$ cat src/include/fbc_params.svh
`ifndef FBC_PARAMS_SVH
`define FBC_PARAMS_SVH

// Register byte offsets
`define FBC_OFS_STATUS 8'h0c
`define FBC_OFS_CTRL 8'h24
`define FBC_OFS_VALUE 8'h28
`define FBC_OFS_MUL 8'h2c
`define FBC_OFS_SYNC 8'h30
`define FBC_OFS_BOD 8'h34

// Control reset value and fine centre value
`define FBC_CTRL_RST 16'h0080
`define FBC_FINE_MID 10'h200

// Loop control fields
`define FBC_CTRL_ENABLE 1
`define FBC_CTRL_MODE 2
`define FBC_CTRL_STABLE 3
`define FBC_CTRL_ONDEMAND 7
`define FBC_CTRL_RW_MASK 16'h039e

// Value and multiplier fields
`define FBC_RATIO_DIFFERENCE_RANGE 31:16
`define FBC_COARSE_RANGE 15:10
`define FBC_FINE_RANGE 9:0
`define FBC_COARSE_MAX_STEP_RANGE 31:26
`define FBC_FINE_MAX_STEP_RANGE 25:16
`define FBC_MUL_RANGE 15:0
`define FBC_SYNC_READ_REQUEST 7

// Brown-out fields
`define FBC_BOD_LEVEL_RANGE 21:16
`define FBC_BOD_PSEL_RANGE 15:12
`define FBC_BOD_CEN 9
`define FBC_BOD_MODE 8
`define FBC_BOD_RUN_IN_STANDBY 6
`define FBC_BOD_ACTION_RANGE 4:3
`define FBC_BOD_THRESHOLD_HYSTERESIS 2
`define FBC_BOD_ENABLE 1

// Status fields
`define FBC_STAT_READY 0
`define FBC_STAT_CLOCK 1
`define FBC_STAT_FLOCK 2
`define FBC_STAT_ENABLED 3

// Lock windows and crossing delays
`define FBC_COARSE_WIN 16'h0004
`define FBC_FINE_WIN 16'h0000
`define FBC_SYNC_CYCLES 2'h3

`endif

$ cat src/logic/fbc_unused_note_placeholder.sv
`timescale 1ns/1ps
`default_nettype none
`default_nettype wire

$ cat src/include/fbc_pkg.sv
package fbc_pkg;

    typedef enum logic [1:0] {
        FBC_RQ_IDLE = 2'h0,
        FBC_RQ_WAIT = 2'h1,
        FBC_RQ_DONE = 2'h3
    } fbc_rq_e;

    typedef enum logic [1:0] {
        FBC_ACT_NONE = 2'h0,
        FBC_ACT_RESET = 2'h1,
        FBC_ACT_IRQ = 2'h2
    } fbc_action_e;

endpackage

$ cat src/logic/fbc_ctrl.sv
// Overview of operation
// - Stable bit set freezes fine value after fine lock, else fine tracks.
// - Control bit 2 picks open loop (0) or closed loop (1).
// - Enable reads back at once; oscillator enable follows after sync.
// - Difference field shows ideal minus counted cycles, closed loop only.
// - Coarse field is writable in open loop, read-only in closed loop.
// - Fine field is writable in open loop, read-only in closed loop.
// - Multiplier bits 31:26 cap the coarse step per correction.
// - Multiplier bits 25:16 cap the fine step per correction.
// - Multiply factor is the ideal output cycles per reference period.
// - Writing multiply factor drops both locks and centres fine value.
// - Read request copies loop values and raises the ready flag together, after the sync wait.
// - Threshold field sets trigger level, loaded from user row at start.
// - Prescaler divides the 1 kHz clock by two to the field plus one.
// - Sampling clock enable starts or stops clock; reads show its state.
// - Mode bit picks continuous (0) or prescaled sampling (1).
// - Standby bit keeps detector alive in standby, else it is off.
// - Action field picks nothing, reset or interrupt on low supply.
// - Hysteresis bit turns on comparator hysteresis, loaded at start.
// - Enable bit turns the detector on, loaded from user row at start.
//
// The plain strobed port was chosen for this implementation.
`include "fbc_params.svh"
`timescale 1ns/1ps
`default_nettype none

module fbc_ctrl
(
    // Clock and reset
    input wire logic clk_sys_i,
    input wire logic rst_n_i,
    // Register port
    input wire logic [7:0] reg_addr_i,
    input wire logic [31:0] reg_wdata_i,
    input wire logic reg_wr_i,
    input wire logic reg_rd_i,
    output logic [31:0] reg_rdata_o,
    // Reference counter
    input wire logic meas_valid_i,
    input wire logic [15:0] meas_count_i,
    // Oscillator trim
    output logic loop_enable_o,
    output logic [5:0] loop_coarse_o,
    output logic [9:0] loop_fine_o,
    // User row values
    input wire logic [5:0] nvm_bod_level_i,
    input wire logic [1:0] nvm_bod_action_i,
    input wire logic nvm_bod_threshold_hysteresis_i,
    input wire logic nvm_bod_enable_i,
    // Asynchronous inputs
    input wire logic ulp_clk_1k_i,
    input wire logic supply_below_i,
    input wire logic standby_i,
    // Detector outputs
    output logic [5:0] bod_level_o,
    output logic bod_threshold_hysteresis_o,
    output logic bod_compare_en_o,
    output logic bod_reset_req_o,
    output logic bod_irq_o
);

    // Control and loop state
    logic [15:0] ctrl, next_ctrl;
    logic [1:0] en_pipe, next_en_pipe;
    logic [15:0] loop_ratio_difference, next_loop_ratio_difference;
    logic [5:0] loop_coarse, next_loop_coarse;
    logic [9:0] loop_fine, next_loop_fine;
    logic coarse_lock, next_coarse_lock;
    logic fine_lock, next_fine_lock;
    logic [15:0] val_ratio_difference, next_val_ratio_difference;
    logic [5:0] val_coarse, next_val_coarse;
    logic [9:0] val_fine, next_val_fine;
    logic [31:0] mul_reg, next_mul_reg;
    fbc_pkg::fbc_rq_e rq_state, next_rq_state;
    logic [1:0] rq_cnt, next_rq_cnt;
    logic ready, next_ready;
    logic [31:0] rdata, next_rdata;
    // Brown-out state
    logic loaded, next_loaded;
    logic [5:0] bod_level, next_bod_level;
    logic [3:0] bod_psel, next_bod_psel;
    logic bod_cen, next_bod_cen;
    logic cen_stat, next_cen_stat;
    logic bod_mode, next_bod_mode;
    logic bod_run_in_standby, next_bod_run_in_standby;
    logic [1:0] bod_action, next_bod_action;
    logic bod_threshold_hysteresis, next_bod_threshold_hysteresis;
    logic bod_enable, next_bod_enable;
    logic [15:0] ps_cnt, next_ps_cnt;
    logic tick, next_tick;
    logic rst_req, next_rst_req;
    logic irq, next_irq;
    logic ulp_prev, next_ulp_prev;
    // Synchronisers
    logic [2:0] sync_a;
    logic [3:0] sync_b;

    // Write strobes
    logic wr_ctrl, wr_val, wr_mul, wr_sync, wr_bod;
    logic closed, meas_upd, copy, ulp_rise, bod_active, bod_evt;

    function automatic logic [15:0] fbc_abs(input logic [15:0] d);
        fbc_abs = d[15] ? 16'(-d) : d;
    endfunction

    function automatic logic fbc_hit(input logic [7:0] a, input logic [7:0] o);
        fbc_hit = (a == o);
    endfunction

    function automatic logic [15:0] fbc_div_mask(input logic [3:0] p);
        fbc_div_mask = 16'(((16'h0001 << p) << 1) - 16'h0001);
    endfunction

    assign wr_ctrl = reg_wr_i && fbc_hit(reg_addr_i, `FBC_OFS_CTRL);
    assign wr_val = reg_wr_i && fbc_hit(reg_addr_i, `FBC_OFS_VALUE);
    assign wr_mul = reg_wr_i && fbc_hit(reg_addr_i, `FBC_OFS_MUL);
    assign wr_sync = reg_wr_i && fbc_hit(reg_addr_i, `FBC_OFS_SYNC);
    assign wr_bod = reg_wr_i && fbc_hit(reg_addr_i, `FBC_OFS_BOD);
    assign closed = ctrl[`FBC_CTRL_MODE];
    assign meas_upd = meas_valid_i && closed && loop_enable_o;
    assign copy = (rq_state == fbc_pkg::FBC_RQ_DONE);
    // Sync stage 2 outputs only
    assign ulp_rise = sync_a[2] && !ulp_prev;
    assign bod_active = bod_enable && (!sync_b[3] || bod_run_in_standby);
    assign bod_evt = bod_active && sync_b[1] && (!bod_mode || tick);

    // Loop group
    always_comb
    begin
        logic [15:0] d;
        logic [15:0] ad;
        logic [5:0] cmag;
        logic [9:0] fmag;
        logic [6:0] c7;
        logic [10:0] f11;
        d = 16'h0000;
        ad = 16'h0000;
        cmag = 6'h00;
        fmag = 10'h000;
        c7 = 7'h00;
        f11 = 11'h000;
        next_ctrl = ctrl;
        next_en_pipe = {en_pipe[0], ctrl[`FBC_CTRL_ENABLE]};
        next_loop_ratio_difference = loop_ratio_difference;
        next_loop_coarse = loop_coarse;
        next_loop_fine = loop_fine;
        next_coarse_lock = coarse_lock;
        next_fine_lock = fine_lock;
        next_val_ratio_difference = val_ratio_difference;
        next_val_coarse = val_coarse;
        next_val_fine = val_fine;
        next_mul_reg = mul_reg;
        next_rq_state = rq_state;
        next_rq_cnt = rq_cnt;
        next_ready = ready;
        if (wr_ctrl)
        begin
            next_ctrl = reg_wdata_i[15:0] & `FBC_CTRL_RW_MASK;
        end
        if (meas_upd)
        begin
            d = 16'(mul_reg[`FBC_MUL_RANGE] - meas_count_i);
            ad = fbc_abs(d);
            next_loop_ratio_difference = d;
            if (!coarse_lock)
            begin
                cmag = (ad > {10'h000, mul_reg[`FBC_COARSE_MAX_STEP_RANGE]}) ?
                    mul_reg[`FBC_COARSE_MAX_STEP_RANGE] : ad[5:0];
                c7 = d[15] ? {1'b0, loop_coarse} - {1'b0, cmag} :
                    {1'b0, loop_coarse} + {1'b0, cmag};
                next_loop_coarse = !c7[6] ? c7[5:0] :
                    (d[15] ? 6'h00 : 6'h3f);
                next_coarse_lock = (ad <= `FBC_COARSE_WIN);
            end
            else if (!(ctrl[`FBC_CTRL_STABLE] && fine_lock))
            begin
                fmag = (ad > {6'h00, mul_reg[`FBC_FINE_MAX_STEP_RANGE]}) ?
                    mul_reg[`FBC_FINE_MAX_STEP_RANGE] : ad[9:0];
                f11 = d[15] ? {1'b0, loop_fine} - {1'b0, fmag} :
                    {1'b0, loop_fine} + {1'b0, fmag};
                next_loop_fine = !f11[10] ? f11[9:0] :
                    (d[15] ? 10'h000 : 10'h3ff);
                next_fine_lock = (ad <= `FBC_FINE_WIN);
            end
        end
        if (wr_val && !closed)
        begin
            next_loop_coarse = reg_wdata_i[`FBC_COARSE_RANGE];
            next_loop_fine = reg_wdata_i[`FBC_FINE_RANGE];
            next_val_coarse = reg_wdata_i[`FBC_COARSE_RANGE];
            next_val_fine = reg_wdata_i[`FBC_FINE_RANGE];
        end
        if (wr_mul)
        begin
            next_mul_reg = reg_wdata_i;
            next_coarse_lock = 1'b0;
            next_fine_lock = 1'b0;
            next_loop_fine = `FBC_FINE_MID;
            next_val_fine = `FBC_FINE_MID;
        end
        case (rq_state)
            fbc_pkg::FBC_RQ_IDLE:
            begin
                next_rq_cnt = 2'h0;
            end
            fbc_pkg::FBC_RQ_WAIT:
            begin
                next_rq_cnt = 2'(rq_cnt + 2'h1);
                if (rq_cnt == 2'(`FBC_SYNC_CYCLES - 2'h1))
                begin
                    next_rq_state = fbc_pkg::FBC_RQ_DONE;
                end
            end
            fbc_pkg::FBC_RQ_DONE:
            begin
                next_val_ratio_difference = loop_ratio_difference;
                next_val_coarse = loop_coarse;
                next_val_fine = loop_fine;
                next_ready = 1'b1;
                next_rq_state = fbc_pkg::FBC_RQ_IDLE;
            end
            default:
            begin
                next_rq_state = fbc_pkg::FBC_RQ_IDLE;
            end
        endcase
        if (wr_sync && reg_wdata_i[`FBC_SYNC_READ_REQUEST])
        begin
            // Restart; a copy in flight still sets ready this cycle
            next_rq_state = fbc_pkg::FBC_RQ_WAIT;
            next_rq_cnt = 2'h0;
            next_ready = copy;
        end
    end

    always_ff @(posedge clk_sys_i)
    begin
        if (!rst_n_i)
        begin
            ctrl <= `FBC_CTRL_RST;
            en_pipe <= 2'h0;
            loop_ratio_difference <= 16'h0000;
            loop_coarse <= 6'h00;
            loop_fine <= 10'h000;
            coarse_lock <= 1'b0;
            fine_lock <= 1'b0;
            val_ratio_difference <= 16'h0000;
            val_coarse <= 6'h00;
            val_fine <= 10'h000;
            mul_reg <= 32'h0000_0000;
            rq_state <= fbc_pkg::FBC_RQ_IDLE;
            rq_cnt <= 2'h0;
            ready <= 1'b0;
        end
        else
        begin
            ctrl <= next_ctrl;
            en_pipe <= next_en_pipe;
            loop_ratio_difference <= next_loop_ratio_difference;
            loop_coarse <= next_loop_coarse;
            loop_fine <= next_loop_fine;
            coarse_lock <= next_coarse_lock;
            fine_lock <= next_fine_lock;
            val_ratio_difference <= next_val_ratio_difference;
            val_coarse <= next_val_coarse;
            val_fine <= next_val_fine;
            mul_reg <= next_mul_reg;
            rq_state <= next_rq_state;
            rq_cnt <= next_rq_cnt;
            ready <= next_ready;
        end
    end

    // Two-stage synchronisers for pins
    always_ff @(posedge clk_sys_i)
    begin
        if (!rst_n_i)
        begin
            sync_a <= 3'h0;
            sync_b <= 4'h0;
        end
        else
        begin
            sync_a <= {sync_a[1], ulp_clk_1k_i, 1'b0};
            sync_b <= {sync_b[2], standby_i, sync_b[0], supply_below_i};
        end
    end

    // Brown-out group
    always_comb
    begin
        next_loaded = 1'b1;
        next_bod_level = bod_level;
        next_bod_psel = bod_psel;
        next_bod_cen = bod_cen;
        next_cen_stat = cen_stat;
        next_bod_mode = bod_mode;
        next_bod_run_in_standby = bod_run_in_standby;
        next_bod_action = bod_action;
        next_bod_threshold_hysteresis = bod_threshold_hysteresis;
        next_bod_enable = bod_enable;
        next_ps_cnt = ps_cnt;
        next_tick = 1'b0;
        next_ulp_prev = sync_a[2];
        next_rst_req = 1'b0;
        next_irq = 1'b0;
        if (!loaded)
        begin
            next_bod_level = nvm_bod_level_i;
            next_bod_action = nvm_bod_action_i;
            next_bod_threshold_hysteresis = nvm_bod_threshold_hysteresis_i;
            next_bod_enable = nvm_bod_enable_i;
        end
        else if (wr_bod)
        begin
            next_bod_level = reg_wdata_i[`FBC_BOD_LEVEL_RANGE];
            next_bod_psel = reg_wdata_i[`FBC_BOD_PSEL_RANGE];
            next_bod_cen = reg_wdata_i[`FBC_BOD_CEN];
            next_bod_mode = reg_wdata_i[`FBC_BOD_MODE];
            next_bod_run_in_standby = reg_wdata_i[`FBC_BOD_RUN_IN_STANDBY];
            next_bod_action = reg_wdata_i[`FBC_BOD_ACTION_RANGE];
            next_bod_threshold_hysteresis = reg_wdata_i[`FBC_BOD_THRESHOLD_HYSTERESIS];
            next_bod_enable = reg_wdata_i[`FBC_BOD_ENABLE];
        end
        if (ulp_rise)
        begin
            // Clock state settles on a source edge
            next_cen_stat = bod_cen;
            if (cen_stat)
            begin
                if (ps_cnt == fbc_div_mask(bod_psel))
                begin
                    next_ps_cnt = 16'h0000;
                    next_tick = 1'b1;
                end
                else
                begin
                    next_ps_cnt = 16'(ps_cnt + 16'h0001);
                end
            end
            else
            begin
                next_ps_cnt = 16'h0000;
            end
        end
        if (bod_evt)
        begin
            next_rst_req = (bod_action == fbc_pkg::FBC_ACT_RESET);
            next_irq = (bod_action == fbc_pkg::FBC_ACT_IRQ);
        end
    end

    always_ff @(posedge clk_sys_i)
    begin
        if (!rst_n_i)
        begin
            loaded <= 1'b0;
            bod_level <= 6'h00;
            bod_psel <= 4'h0;
            bod_cen <= 1'b0;
            cen_stat <= 1'b0;
            bod_mode <= 1'b0;
            bod_run_in_standby <= 1'b0;
            bod_action <= 2'h0;
            bod_threshold_hysteresis <= 1'b0;
            bod_enable <= 1'b0;
            ps_cnt <= 16'h0000;
            tick <= 1'b0;
            rst_req <= 1'b0;
            irq <= 1'b0;
            ulp_prev <= 1'b0;
        end
        else
        begin
            loaded <= next_loaded;
            bod_level <= next_bod_level;
            bod_psel <= next_bod_psel;
            bod_cen <= next_bod_cen;
            cen_stat <= next_cen_stat;
            bod_mode <= next_bod_mode;
            bod_run_in_standby <= next_bod_run_in_standby;
            bod_action <= next_bod_action;
            bod_threshold_hysteresis <= next_bod_threshold_hysteresis;
            bod_enable <= next_bod_enable;
            ps_cnt <= next_ps_cnt;
            tick <= next_tick;
            rst_req <= next_rst_req;
            irq <= next_irq;
            ulp_prev <= next_ulp_prev;
        end
    end

    // Read data, one cycle after the strobe
    always_comb
    begin
        next_rdata = 32'h0000_0000;
        if (reg_rd_i)
        begin
            case (reg_addr_i)
                `FBC_OFS_STATUS: next_rdata = {28'h0000000, loop_enable_o,
                    fine_lock, coarse_lock, ready};
                `FBC_OFS_CTRL: next_rdata = {16'h0000, ctrl};
                `FBC_OFS_VALUE: next_rdata = {val_ratio_difference, val_coarse, val_fine};
                `FBC_OFS_MUL: next_rdata = mul_reg;
                `FBC_OFS_BOD: next_rdata = {10'h000, bod_level, bod_psel,
                    2'h0, cen_stat, bod_mode, 1'b0, bod_run_in_standby, 1'b0,
                    bod_action, bod_threshold_hysteresis, bod_enable, 1'b0};
                default: next_rdata = 32'h0000_0000;
            endcase
        end
    end

    always_ff @(posedge clk_sys_i)
    begin
        if (!rst_n_i)
        begin
            rdata <= 32'h0000_0000;
        end
        else
        begin
            rdata <= next_rdata;
        end
    end

    assign reg_rdata_o = rdata;
    assign loop_enable_o = en_pipe[1];
    assign loop_coarse_o = loop_coarse;
    assign loop_fine_o = loop_fine;
    assign bod_level_o = bod_level;
    assign bod_threshold_hysteresis_o = bod_threshold_hysteresis;
    assign bod_compare_en_o = bod_active && (!bod_mode || tick);
    assign bod_reset_req_o = rst_req;
    assign bod_irq_o = irq;

    // Checks
    localparam int RQ_MAX = 6;
endmodule

`default_nettype wire

$ cat config.mk
export PLATFORM = sky130hd
export DESIGN_NAME = fbc_ctrl
export DESIGN_NICKNAME = d
export VERILOG_FILES = /design/src/logic/fbc_unused_note_placeholder.sv /design/src/include/fbc_pkg.sv /design/src/logic/fbc_ctrl.sv
export VERILOG_INCLUDE_DIRS = /design/src /design/src/include
export SDC_FILE = /design/constraint.sdc
export NUM_CORES = 1
export LEC_CHECK = 0
export BUFFER_PORTS_ARGS = -buffer_cell sky130_fd_sc_hd__buf_2
export CAP_MARGIN = 20
export CORE_MARGIN = 3
export CORE_UTILIZATION = 43
export DETAILED_ROUTE_END_ITERATION = 8
export GPL_TIMING_DRIVEN = 0
export SLEW_MARGIN = 20
export SYNTH_ARGS = -nofsm -noshare
export SYNTH_HDL_FRONTEND = slang
export SYNTH_SLANG_ARGS = --single-unit
$ cat constraint.sdc
create_clock -name clk_sys_i -period 10.6 [get_ports clk_sys_i]
set_input_delay 1.06 -clock clk_sys_i [delete_from_list [all_inputs] [get_ports clk_sys_i]]
set_output_delay 1.06 -clock clk_sys_i [all_outputs]
set_load 0.005 [all_outputs]
==> results.json, run 1 <==
{
  "status": "finished, final reports clean",
  "hold_buffers": 0,
  "grt_pass1_vias": 10600,
  "drive_gt1_share_pct": 11.5,
  "cts_tree": "done",
  "finalNonFillerCells": 1972,
  "syn-num-nets": 1610,
  "dp_cells": 1940,
  "slew_headroom_pct": 25.8,
  "wire_per_inst_um": 20.3,
  "cts_setup_buffers": 0,
  "portBuffers": 130,
  "synth_area_leaders": "dfxtp_1, nand2_1, a21oi_1, ha_1, nor2_1",
  "rsz0062_at_grt": "false",
  "synth_largest_area_cell": "dfxtp_1",
  "utilization_pct": 50.9,
  "syn_inst": 1479,
  "place_area_um2": 12400,
  "clock_latency_ns": 0.45,
  "hold_viol_final": 0,
  "endpoint_kind": "flip-flop",
  "numCtsBuffers": 17,
  "gp_congestion": 0.949,
  "fin_skew_ns": 0.0155,
  "drv_cap": 0,
  "path_common_cell": "o21ai_0",
  "cpPeakStageDelay_ns": 0.58,
  "core_um2": 25500,
  "area_growth_pct": 14.8,
  "fin_crit_ns": 9.96,
  "die_w_um": 168,
  "grt_pass1_wl_um": 61300,
  "grt_max_degree": 21,
  "htreeDepth": 4,
  "maxSlewViolCount": 0,
  "leakage_nw": 5.16,
  "cts_resized": 0,
  "clock_sinks": 189,
  "dp_hpwl_um": 31000,
  "overflow": 0,
  "die_y_um": 168,
  "layout_commonest_cell": "nand2_1",
  "finalSetupTns_ns": 0,
  "drtAntennaViolNets": 0,
  "p_clk_share_pct": 42.4,
  "switchingPower_w": 0.000457,
  "drt_wl_total_um": 40100,
  "comb_power_share_pct": 11.4,
  "final_cell_mix": "nand2_1, dfxtp_1, a21oi_1",
  "crit_buf_inv": 8,
  "ys_seq_elements": 189,
  "post-route-period-util_pct": 93.9,
  "internal_power_w": 0.00109,
  "fp.dieArea_um2": 28300,
  "cp_data_required_time_ns": 10.88,
  "ir_drop_mv": 0.0838,
  "yosys_warnings": 0,
  "diodes": 0,
  "critical_path.top_delay_family": "compound AO/OA/AOI/OAI gates",
  "synth-seq-area-share_pct": 33.5,
  "synth.distinct_cells": 81,
  "crit_arrival_ns": 10.23,
  "startpoint_type": "primary input",
  "powerDensity_nw_per_um2": 120,
  "fin_nets": 1760,
  "drtPass1Iterations": 6,
  "nFillCells": 2565,
  "final_area_um2": 13000,
  "antenna_found_initial": 1,
  "initial_utilization_pct": 44.4,
  "synth_edf_count": 0,
  "syn_area_um2": 11300,
  "switching_share_pct": 29.4,
  "holdCritPathClass": "reg2reg",
  "dr.first_iter.drc_count": 1315,
  "critPathKind": "in2reg",
  "cts_buffer_depth": 2,
  "vias": 11500,
  "drc": 0,
  "ios": 133,
  "avgViaCountPerCell": 5.85,
  "clockRootBuffer": "clkbuf_16",
  "synthFlopType": "dfxtp_1",
  "path_clk_slew_ns": 0.08,
  "worst-path-max-fanout": 10,
  "worst_pin_slew_ns": 1.10,
  "avgSynthCellArea_um2": 7.64,
  "track_usage_pct": 27.5,
  "row_count": 58,
  "clock.fmax_mhz": 100,
  "cp_slowest_cell": "a21boi_1",
  "synth_top_area_share_pct": 33.5,
  "setup_violations": 0,
  "seq_power_share_pct": 46.2,
  "async_flop_share_pct": 0,
  "p_total_w": 0.00155
}
## metal layers
metal	up-vias	global-route usage [%]	share of wire (%)
li1	5534	-	-
met5	-	0	0
met4	0	6.94	1.7
met2	447	42.9	44
met1	5502	40.6	47
met3	47	3.33	6.9
## through the flow
stage / setup WS, ns / hold WS (ns)
finish: 0.644 / 0.436
global route: 0.169 / 0.454
CTS: 1.03 / 0.437
detailed placement: 0.618 / 0.419
global placement: 0.681 / 0.415
floorplan: 2.55 / 0.412
## synth_stat cells, types with 4 or more instances
cell,number
a21oi_1,151
and3_1,23
nand2_1,250
o22ai_1,6
o21ai_0,62
a211oi_1,11
a22oi_1,17
and2_1,15
xor2_1,21
nand2b_1,9
or3_1,12
clkbuf_1,75
nand4_1,7
nor4_1,7
o21bai_1,4
nor2b_1,10
o2111ai_1,4
dfxtp_1,189
nand3_1,56
a31oi_1,14
inv_1,54
o21a_1,10
a311oi_1,12
nor3_1,24
mux2_2,6
xnor2_1,38
mux2i_1,49
a21o_1,20
a222oi_1,7
o31ai_1,7
o211ai_1,10
buf_1,6
ha_1,54
nor2_1,139
nor3b_1,20
## final timing paths
kind                            slack, ns                           to                     from  depth (start not counted)
worst max-delay path                 0.64  loop_fine_o[9]$_SDFFE_PN0P_          meas_count_i[8]                         40
worst min register to register       0.44         sync_a[2]$_SDFF_PN0_     sync_a[1]$_SDFF_PN0_                          1
worst max register to register       0.94  loop_fine_o[9]$_SDFFE_PN0P_  mul_reg[8]$_SDFFE_PN0P_                         38
worst min-delay path                 0.44         sync_a[2]$_SDFF_PN0_     sync_a[1]$_SDFF_PN0_                          1
## power groups by stage
| stage | clock network, W | logic (W) | registers (W) |
|---|---|---|---|
| after floorplan | 0 | 0.000107 | 0.000733 |
| after global placement | 0 | 0.000170 | 0.000734 |
| after detailed placement | 0 | 0.000171 | 0.000734 |
| after CTS | 0.000662 | 0.000172 | 0.000717 |
| after global routing | 0.000688 | 0.000192 | 0.000718 |
| final | 0.000657 | 0.000177 | 0.000717 |
## final cells by class
cell class | count | area [µm²] | area share [%]
Multi-Input combinational cell | 1149 | 6980 | 53.8
Buffer | 86 | 342 | 2.63
Sequential cell | 189 | 3780 | 29.2
Tap cell | 330 | 413 | 3.18
Inverter | 55 | 206 | 1.59
Timing Repair Buffer | 131 | 658 | 5.07
Clock inverter | 14 | 166 | 1.28
Clock buffer | 18 | 429 | 3.31
## cells by family (layout without fill, tap and decap cells)
logic type | after synthesis | count (layout) | synth area share [%]
compound gates | 383 | 383 | 21.6
flops | 189 | 189 | 33.5
xor+xnor | 59 | 59 | 4.57
buf+inv | 141 | 304 | 4.85
mux | 56 | 56 | 5.04
fa+ha+maj | 57 | 57 | 6.51
simple gates | 594 | 594 | 23.9
Note: power is estimated with default switching activity, not from simulation.
==> run 2, diff against run 1 <==
--- a/config.mk
+++ b/config.mk
@@ -12,6 +12,8 @@
 export CORE_UTILIZATION = 43
 export DETAILED_ROUTE_END_ITERATION = 8
 export GPL_TIMING_DRIVEN = 0
+export RECOVER_POWER = 25
+export SKIP_LAST_GASP = 1
 export SLEW_MARGIN = 20
 export SYNTH_ARGS = -nofsm -noshare
 export SYNTH_HDL_FRONTEND = slang
==> run 2 against run 1 <==
Utilization decreased by 0.17 points. Maximum frequency increased by 1.2%. Via count decreased by 0.16%. Sequential power about the same. Critical path depth unchanged. Sequential share of layout area increased by 0.099 points. Routed wire length about the same. Total power about the same. Non-clock buffer count unchanged. Global-route usage unchanged. Clock power about the same. Register-to-register slack improved by 0.10 ns. Critical path type unchanged. Critical endpoint unchanged.
==> results.json, run 2 (synthesis results as in run 1) <==
{
  "status": "finished, final reports clean",
  "path_clk_slew_ns": 0.08,
  "final_cell_mix": "nand2_1, dfxtp_1, a21oi_1",
  "drc": 0,
  "htreeDepth": 4,
  "finalSetupTns_ns": 0,
  "fin_crit_ns": 9.84,
  "gr-usage-met1_pct": 40.6,
  "core_um2": 25500,
  "ios": 133,
  "cts_setup_buffers": 0,
  "path_common_cell": "o21ai_0",
  "diodes": 0,
  "drtAntennaViolNets": 0,
  "portBuffers": 130,
  "grt_max_degree": 21,
  "hold_buffers": 0,
  "hold_depth": 1,
  "drtPass1Iterations": 5,
  "comb_power_share_pct": 11.4,
  "drt_wl_total_um": 40000,
  "track_usage_pct": 27.5,
  "gr-usage-met2_pct": 42.9,
  "die_w_um": 168,
  "critPathKind": "in2reg",
  "switching_share_pct": 29.4,
  "powerDensity_nw_per_um2": 120,
  "crit_buf_inv": 8,
  "cpPeakStageDelay_ns": 0.55,
  "setup_violations": 0,
  "p_clk_share_pct": 42.4,
  "cp_data_required_time_ns": 10.88,
  "gp_congestion": 0.949,
  "gr-max-usage-layer": "met2",
  "multi_input_area_um2": 6980,
  "worst-path-max-fanout": 10,
  "avgViaCountPerCell": 5.84,
  "cts_resized": 0,
  "post-route-period-util_pct": 92.9,
  "grt_pass1_wl_um": 61300,
  "clock_latency_ns": 0.45,
  "dr.first_iter.drc_count": 1288,
  "area_growth_pct": 14.4,
  "dp_hpwl_um": 31000,
  "clock.fmax_mhz": 102,
  "layout_commonest_cell": "nand2_1",
  "fp.dieArea_um2": 28300,
  "critical_path.top_delay_family": "compound AO/OA/AOI/OAI gates",
  "fin_skew_ns": 0.0168,
  "initial_utilization_pct": 44.4,
  "internal_power_w": 0.00109,
  "nFillCells": 2583,
  "crit_arrival_ns": 10.12,
  "final_area_um2": 12900,
  "overflow": 0,
  "worst_pin_slew_ns": 1.10,
  "wire_per_inst_um": 20.3,
  "drive_gt1_share_pct": 9.38,
  "startpoint_type": "primary input",
  "r2r_cells": 38,
  "seq_power_share_pct": 46.2,
  "drv_cap": 0,
  "fin_nets": 1760,
  "grt_pass1_vias": 10600,
  "crit_cells": 40,
  "leakage_nw": 5.00,
  "maxSlewViolCount": 0,
  "worst_slack_ns": 0.758,
  "whs_ns": 0.436,
  "holdCritPathClass": "reg2reg",
  "numCtsBuffers": 17,
  "hold_viol_final": 0,
  "place_area_um2": 12400,
  "regArea_um2": 3780,
  "cts_buffer_depth": 2,
  "clock_sinks": 189,
  "cts_tree": "done",
  "row_count": 58,
  "rsz0062_at_grt": "false",
  "ir_drop_mv": 0.0843,
  "die_y_um": 168,
  "cp_slowest_cell": "a21boi_1",
  "clockRootBuffer": "clkbuf_16",
  "slew_headroom_pct": 26.3,
  "antenna_found_initial": 1,
  "met3_usage_pct": 3.33,
  "place_ws_ns": 0.618,
  "endpoint_kind": "flip-flop",
  "utilization_pct": 50.8,
  "switchingPower_w": 0.000456,
  "vias": 11500
}
==> run 2: cell types whose count changed in the layout (fill, tap and decap cells not counted), sizes merged <==
cell | previous run | this run
buf | 142 | 107
clkbuf | 93 | 128
==> run 2: per-stage QoR <==
step / std cells / power [W]
after detailed placement: 1940 / 0.000905
after CTS: 1972 / 0.00155
after global placement: 1939 / 0.000904
final: 1972 / 0.00155
after floorplan: 1479 / 0.000840
after global routing: 1972 / 0.00160
==> run 2: area by class of cell <==
class | instances | area share (%)
well taps | 330 | 3.19
clock inverters | 14 | 1.29
inverters | 55 | 1.60
plain buffers | 86 | 2.64
multi-input cells | 1149 | 54.0
clock buffers | 18 | 3.32
flip-flops and latches | 189 | 29.3
repair buffers | 131 | 4.75
==> run 2: worst reg2reg max path: cells and delay by family, from the launching register on <==
kind,cells,cell delay (ns)
buf+inv,6,1.71
xor+xnor,1,0.38
simple gates,6,1.17
flops,1,0.39
fa+ha+maj,4,1.24
compound gates,21,4.51
==> run 2: worst paths after layout <==
check,endpoint,slack (ns),start
max,loop_fine_o[9]$_SDFFE_PN0P_,0.76,meas_count_i[8]
max reg2reg,loop_fine_o[9]$_SDFFE_PN0P_,1.04,mul_reg[8]$_SDFFE_PN0P_
min,sync_a[2]$_SDFF_PN0_,0.44,sync_a[1]$_SDFF_PN0_
min reg2reg,sync_a[2]$_SDFF_PN0_,0.44,sync_a[1]$_SDFF_PN0_
==> run 2: power groups by stage <==
stage	logic, W	clock network [W]	registers (W)
6_report	0.000177	0.000657	0.000717
5_1_grt	0.000192	0.000688	0.000718
4_1_cts	0.000172	0.000662	0.000717
3_5_place_dp	0.000171	0	0.000734
3_3_place_gp	0.000170	0	0.000734
2_1_floorplan	0.000107	0	0.000733
==> run 2: metal layers <==
layer / vias up / routed length [µm]
met3: 50 / 2720
met4: 0 / 753
met2: 445 / 17600
met1: 5483 / 19000
met5: - / 0
li1: 5533 / -
==> run 3, diff against run 2 <==
--- a/config.mk
+++ b/config.mk
@@ -8,10 +8,13 @@
 export LEC_CHECK = 0
 export BUFFER_PORTS_ARGS = -buffer_cell sky130_fd_sc_hd__buf_2
 export CAP_MARGIN = 20
+export CELL_PAD_IN_SITES_DETAIL_PLACEMENT = 1
+export CELL_PAD_IN_SITES_GLOBAL_PLACEMENT = 1
 export CORE_MARGIN = 3
 export CORE_UTILIZATION = 43
 export DETAILED_ROUTE_END_ITERATION = 8
 export GPL_TIMING_DRIVEN = 0
+export PLACE_DENSITY_LB_ADDON = 0.1
 export RECOVER_POWER = 25
 export SKIP_LAST_GASP = 1
 export SLEW_MARGIN = 20
==> run 3 against run 2 <==
Sequential share of layout area fell by 0.073 points. Combinational power is 3% higher. Die area did not move. Total power grew 1.7%. Non-clock buffer count is the same.
==> results.json, run 3 (synthesis results as in run 1) <==
{
  "status": "finished, final reports clean",
  "fin_nets": 1760,
  "drtPass1Iterations": 5,
  "critical_path.startpoint": "meas_count_i[8]",
  "top_layer": "met4",
  "fin_crit_ns": 9.77,
  "leakage_nw": 5.03,
  "cts_setup_buffers": 0,
  "finalNonFillerCells": 1972,
  "row_count": 58,
  "cp_slowest_cell": "xnor2_1",
  "endpoint_kind": "flip-flop",
  "r2r_end": "loop_fine_o[9]$_SDFFE_PN0P_",
  "ios": 133,
  "powerDensity_nw_per_um2": 122,
  "drive_gt1_share_pct": 9.93,
  "cp_data_required_time_ns": 10.89,
  "area_growth_pct": 14.7,
  "track_usage_pct": 30.3,
  "min_from": "sync_b[2]$_SDFF_PN0_",
  "maxSlewViolCount": 0,
  "dp_cells": 1940,
  "worst_slack_ns": 0.833,
  "grt_pass1_wl_um": 67200,
  "initial_utilization_pct": 44.4,
  "worst_pin_slew_ns": 1.09,
  "die_y_um": 168,
  "overflow": 0,
  "critical_path.top_delay_family": "compound AO/OA/AOI/OAI gates",
  "internal_power_w": 0.00110,
  "vias": 11700,
  "rr_startpoint": "mul_reg[8]$_SDFFE_PN0P_",
  "place_ws_ns": 0.351,
  "fp.dieArea_um2": 28300,
  "crit_cells": 40,
  "comb_power_share_pct": 11.6,
  "die_w_um": 168,
  "rsz0062_at_grt": "false",
  "whs_endpoint": "sync_b[3]$_SDFF_PN0_",
  "met3_length_um": 2720,
  "path_common_cell": "o21ai_0",
  "numCtsBuffers": 17,
  "core_um2": 25500,
  "hold_viol_final": 0,
  "drtAntennaViolNets": 0,
  "slew_headroom_pct": 26.5,
  "grt_pass1_vias": 11500,
  "r2r_cells": 38,
  "hold_depth": 1,
  "p_clk_share_pct": 43.0,
  "switching_share_pct": 30.4,
  "cpPeakStageDelay_ns": 0.55,
  "startpoint_type": "primary input",
  "dp_hpwl_um": 33900,
  "cts_tree": "done",
  "post-route-period-util_pct": 92.1,
  "drt_wl_total_um": 43700,
  "finalSetupTns_ns": 0,
  "layout_commonest_cell": "nand2_1",
  "gp_congestion": 0.958,
  "path_clk_slew_ns": 0.08,
  "drc": 0,
  "wire_per_inst_um": 22.1,
  "switchingPower_w": 0.000479,
  "dr_wl_met2_um": 19300,
  "antenna_found_initial": 0,
  "clock_sinks": 189,
  "cts_buffer_depth": 2,
  "ir_drop_mv": 0.0808,
  "fin_skew_ns": 0.0191,
  "final_cell_mix": "nand2_1, dfxtp_1, a21oi_1",
  "holdCritPathClass": "reg2reg",
  "critPathKind": "in2reg",
  "grt_max_degree": 22,
  "setup_violations": 0,
  "wl_met1_um": 20600,
  "avgViaCountPerCell": 5.95,
  "htreeDepth": 4,
  "whs_ns": 0.439,
  "crit_buf_inv": 8,
  "dr.first_iter.drc_count": 1177,
  "diodes": 0,
  "drv_cap": 0,
  "worst-path-max-fanout": 10,
  "clockRootBuffer": "clkbuf_16",
  "rrSetupSlack_ns": 1.11,
  "nFillCells": 3322,
  "seq_power_share_pct": 45.5,
  "clock_latency_ns": 0.46,
  "crit_arrival_ns": 10.05,
  "clock.fmax_mhz": 102,
  "portBuffers": 130
}
[run 3: cell count changes in the layout (fill, tap and decap cells not counted), sizes merged]
cell	change
clkinvlp	+1
clkbuf	-7
buf	+6
[run 3: worst max path at each step]
stage	to	slack, ns
finish	loop_fine_o[9]$_SDFFE_PN0P_	0.83
detailed placement	loop_fine_o[9]$_SDFFE_PN0P_	0.35
global route	loop_fine_o[9]$_SDFFE_PN0P_	0.11
floorplan	loop_fine_o[9]$_SDFFE_PN0P_	2.55
CTS	loop_fine_o[9]$_SDFFE_PN0P_	0.72
global placement	loop_fine_o[9]$_SDFFE_PN0P_	0.46
[run 3: power groups by stage]
stage / Sequential [W] / Clock (W) / Combinational [W]
after floorplan: 0.000733 / 0 / 0.000107
after global placement: 0.000734 / 0 / 0.000172
final: 0.000717 / 0.000677 / 0.000182
after detailed placement: 0.000734 / 0 / 0.000176
after global routing: 0.000718 / 0.000716 / 0.000198
after CTS: 0.000717 / 0.000680 / 0.000178
[run 3: cell type report]
class / instances / area (µm²) / share of cell area, %
Multi-Input combinational cell: 1149 / 6990 / 53.9
Sequential cell: 189 / 3780 / 29.2
Timing Repair Buffer: 131 / 621 / 4.79
Clock buffer: 17 / 425 / 3.28
Tap cell: 330 / 413 / 3.18
Buffer: 86 / 343 / 2.64
Inverter: 55 / 206 / 1.59
Clock inverter: 15 / 186 / 1.44
[run 3: per-layer routing]
layer / GRT usage, % / vias up
li1: - / 5529
met2: 47.3 / 393
met3: 4.56 / 61
met5: 0 / -
met4: 7.58 / 0
met1: 44.0 / 5744
[run 3: repair_timing]
action                     4_1_cts  5_1_grt
resized for setup                0        3
setup endpoints to repair        0        8
hold buffers                     0        0
[run 3: metrics by stage]
step	utilization [%]	power (W)	cell area (µm²)
after global placement	48.5	0.000906	12400
after detailed placement	48.6	0.000910	12400
after floorplan	-	0.000840	11300
after global routing	50.9	0.00163	13000
after CTS	51.0	0.00157	13000
final	50.9	0.00158	13000
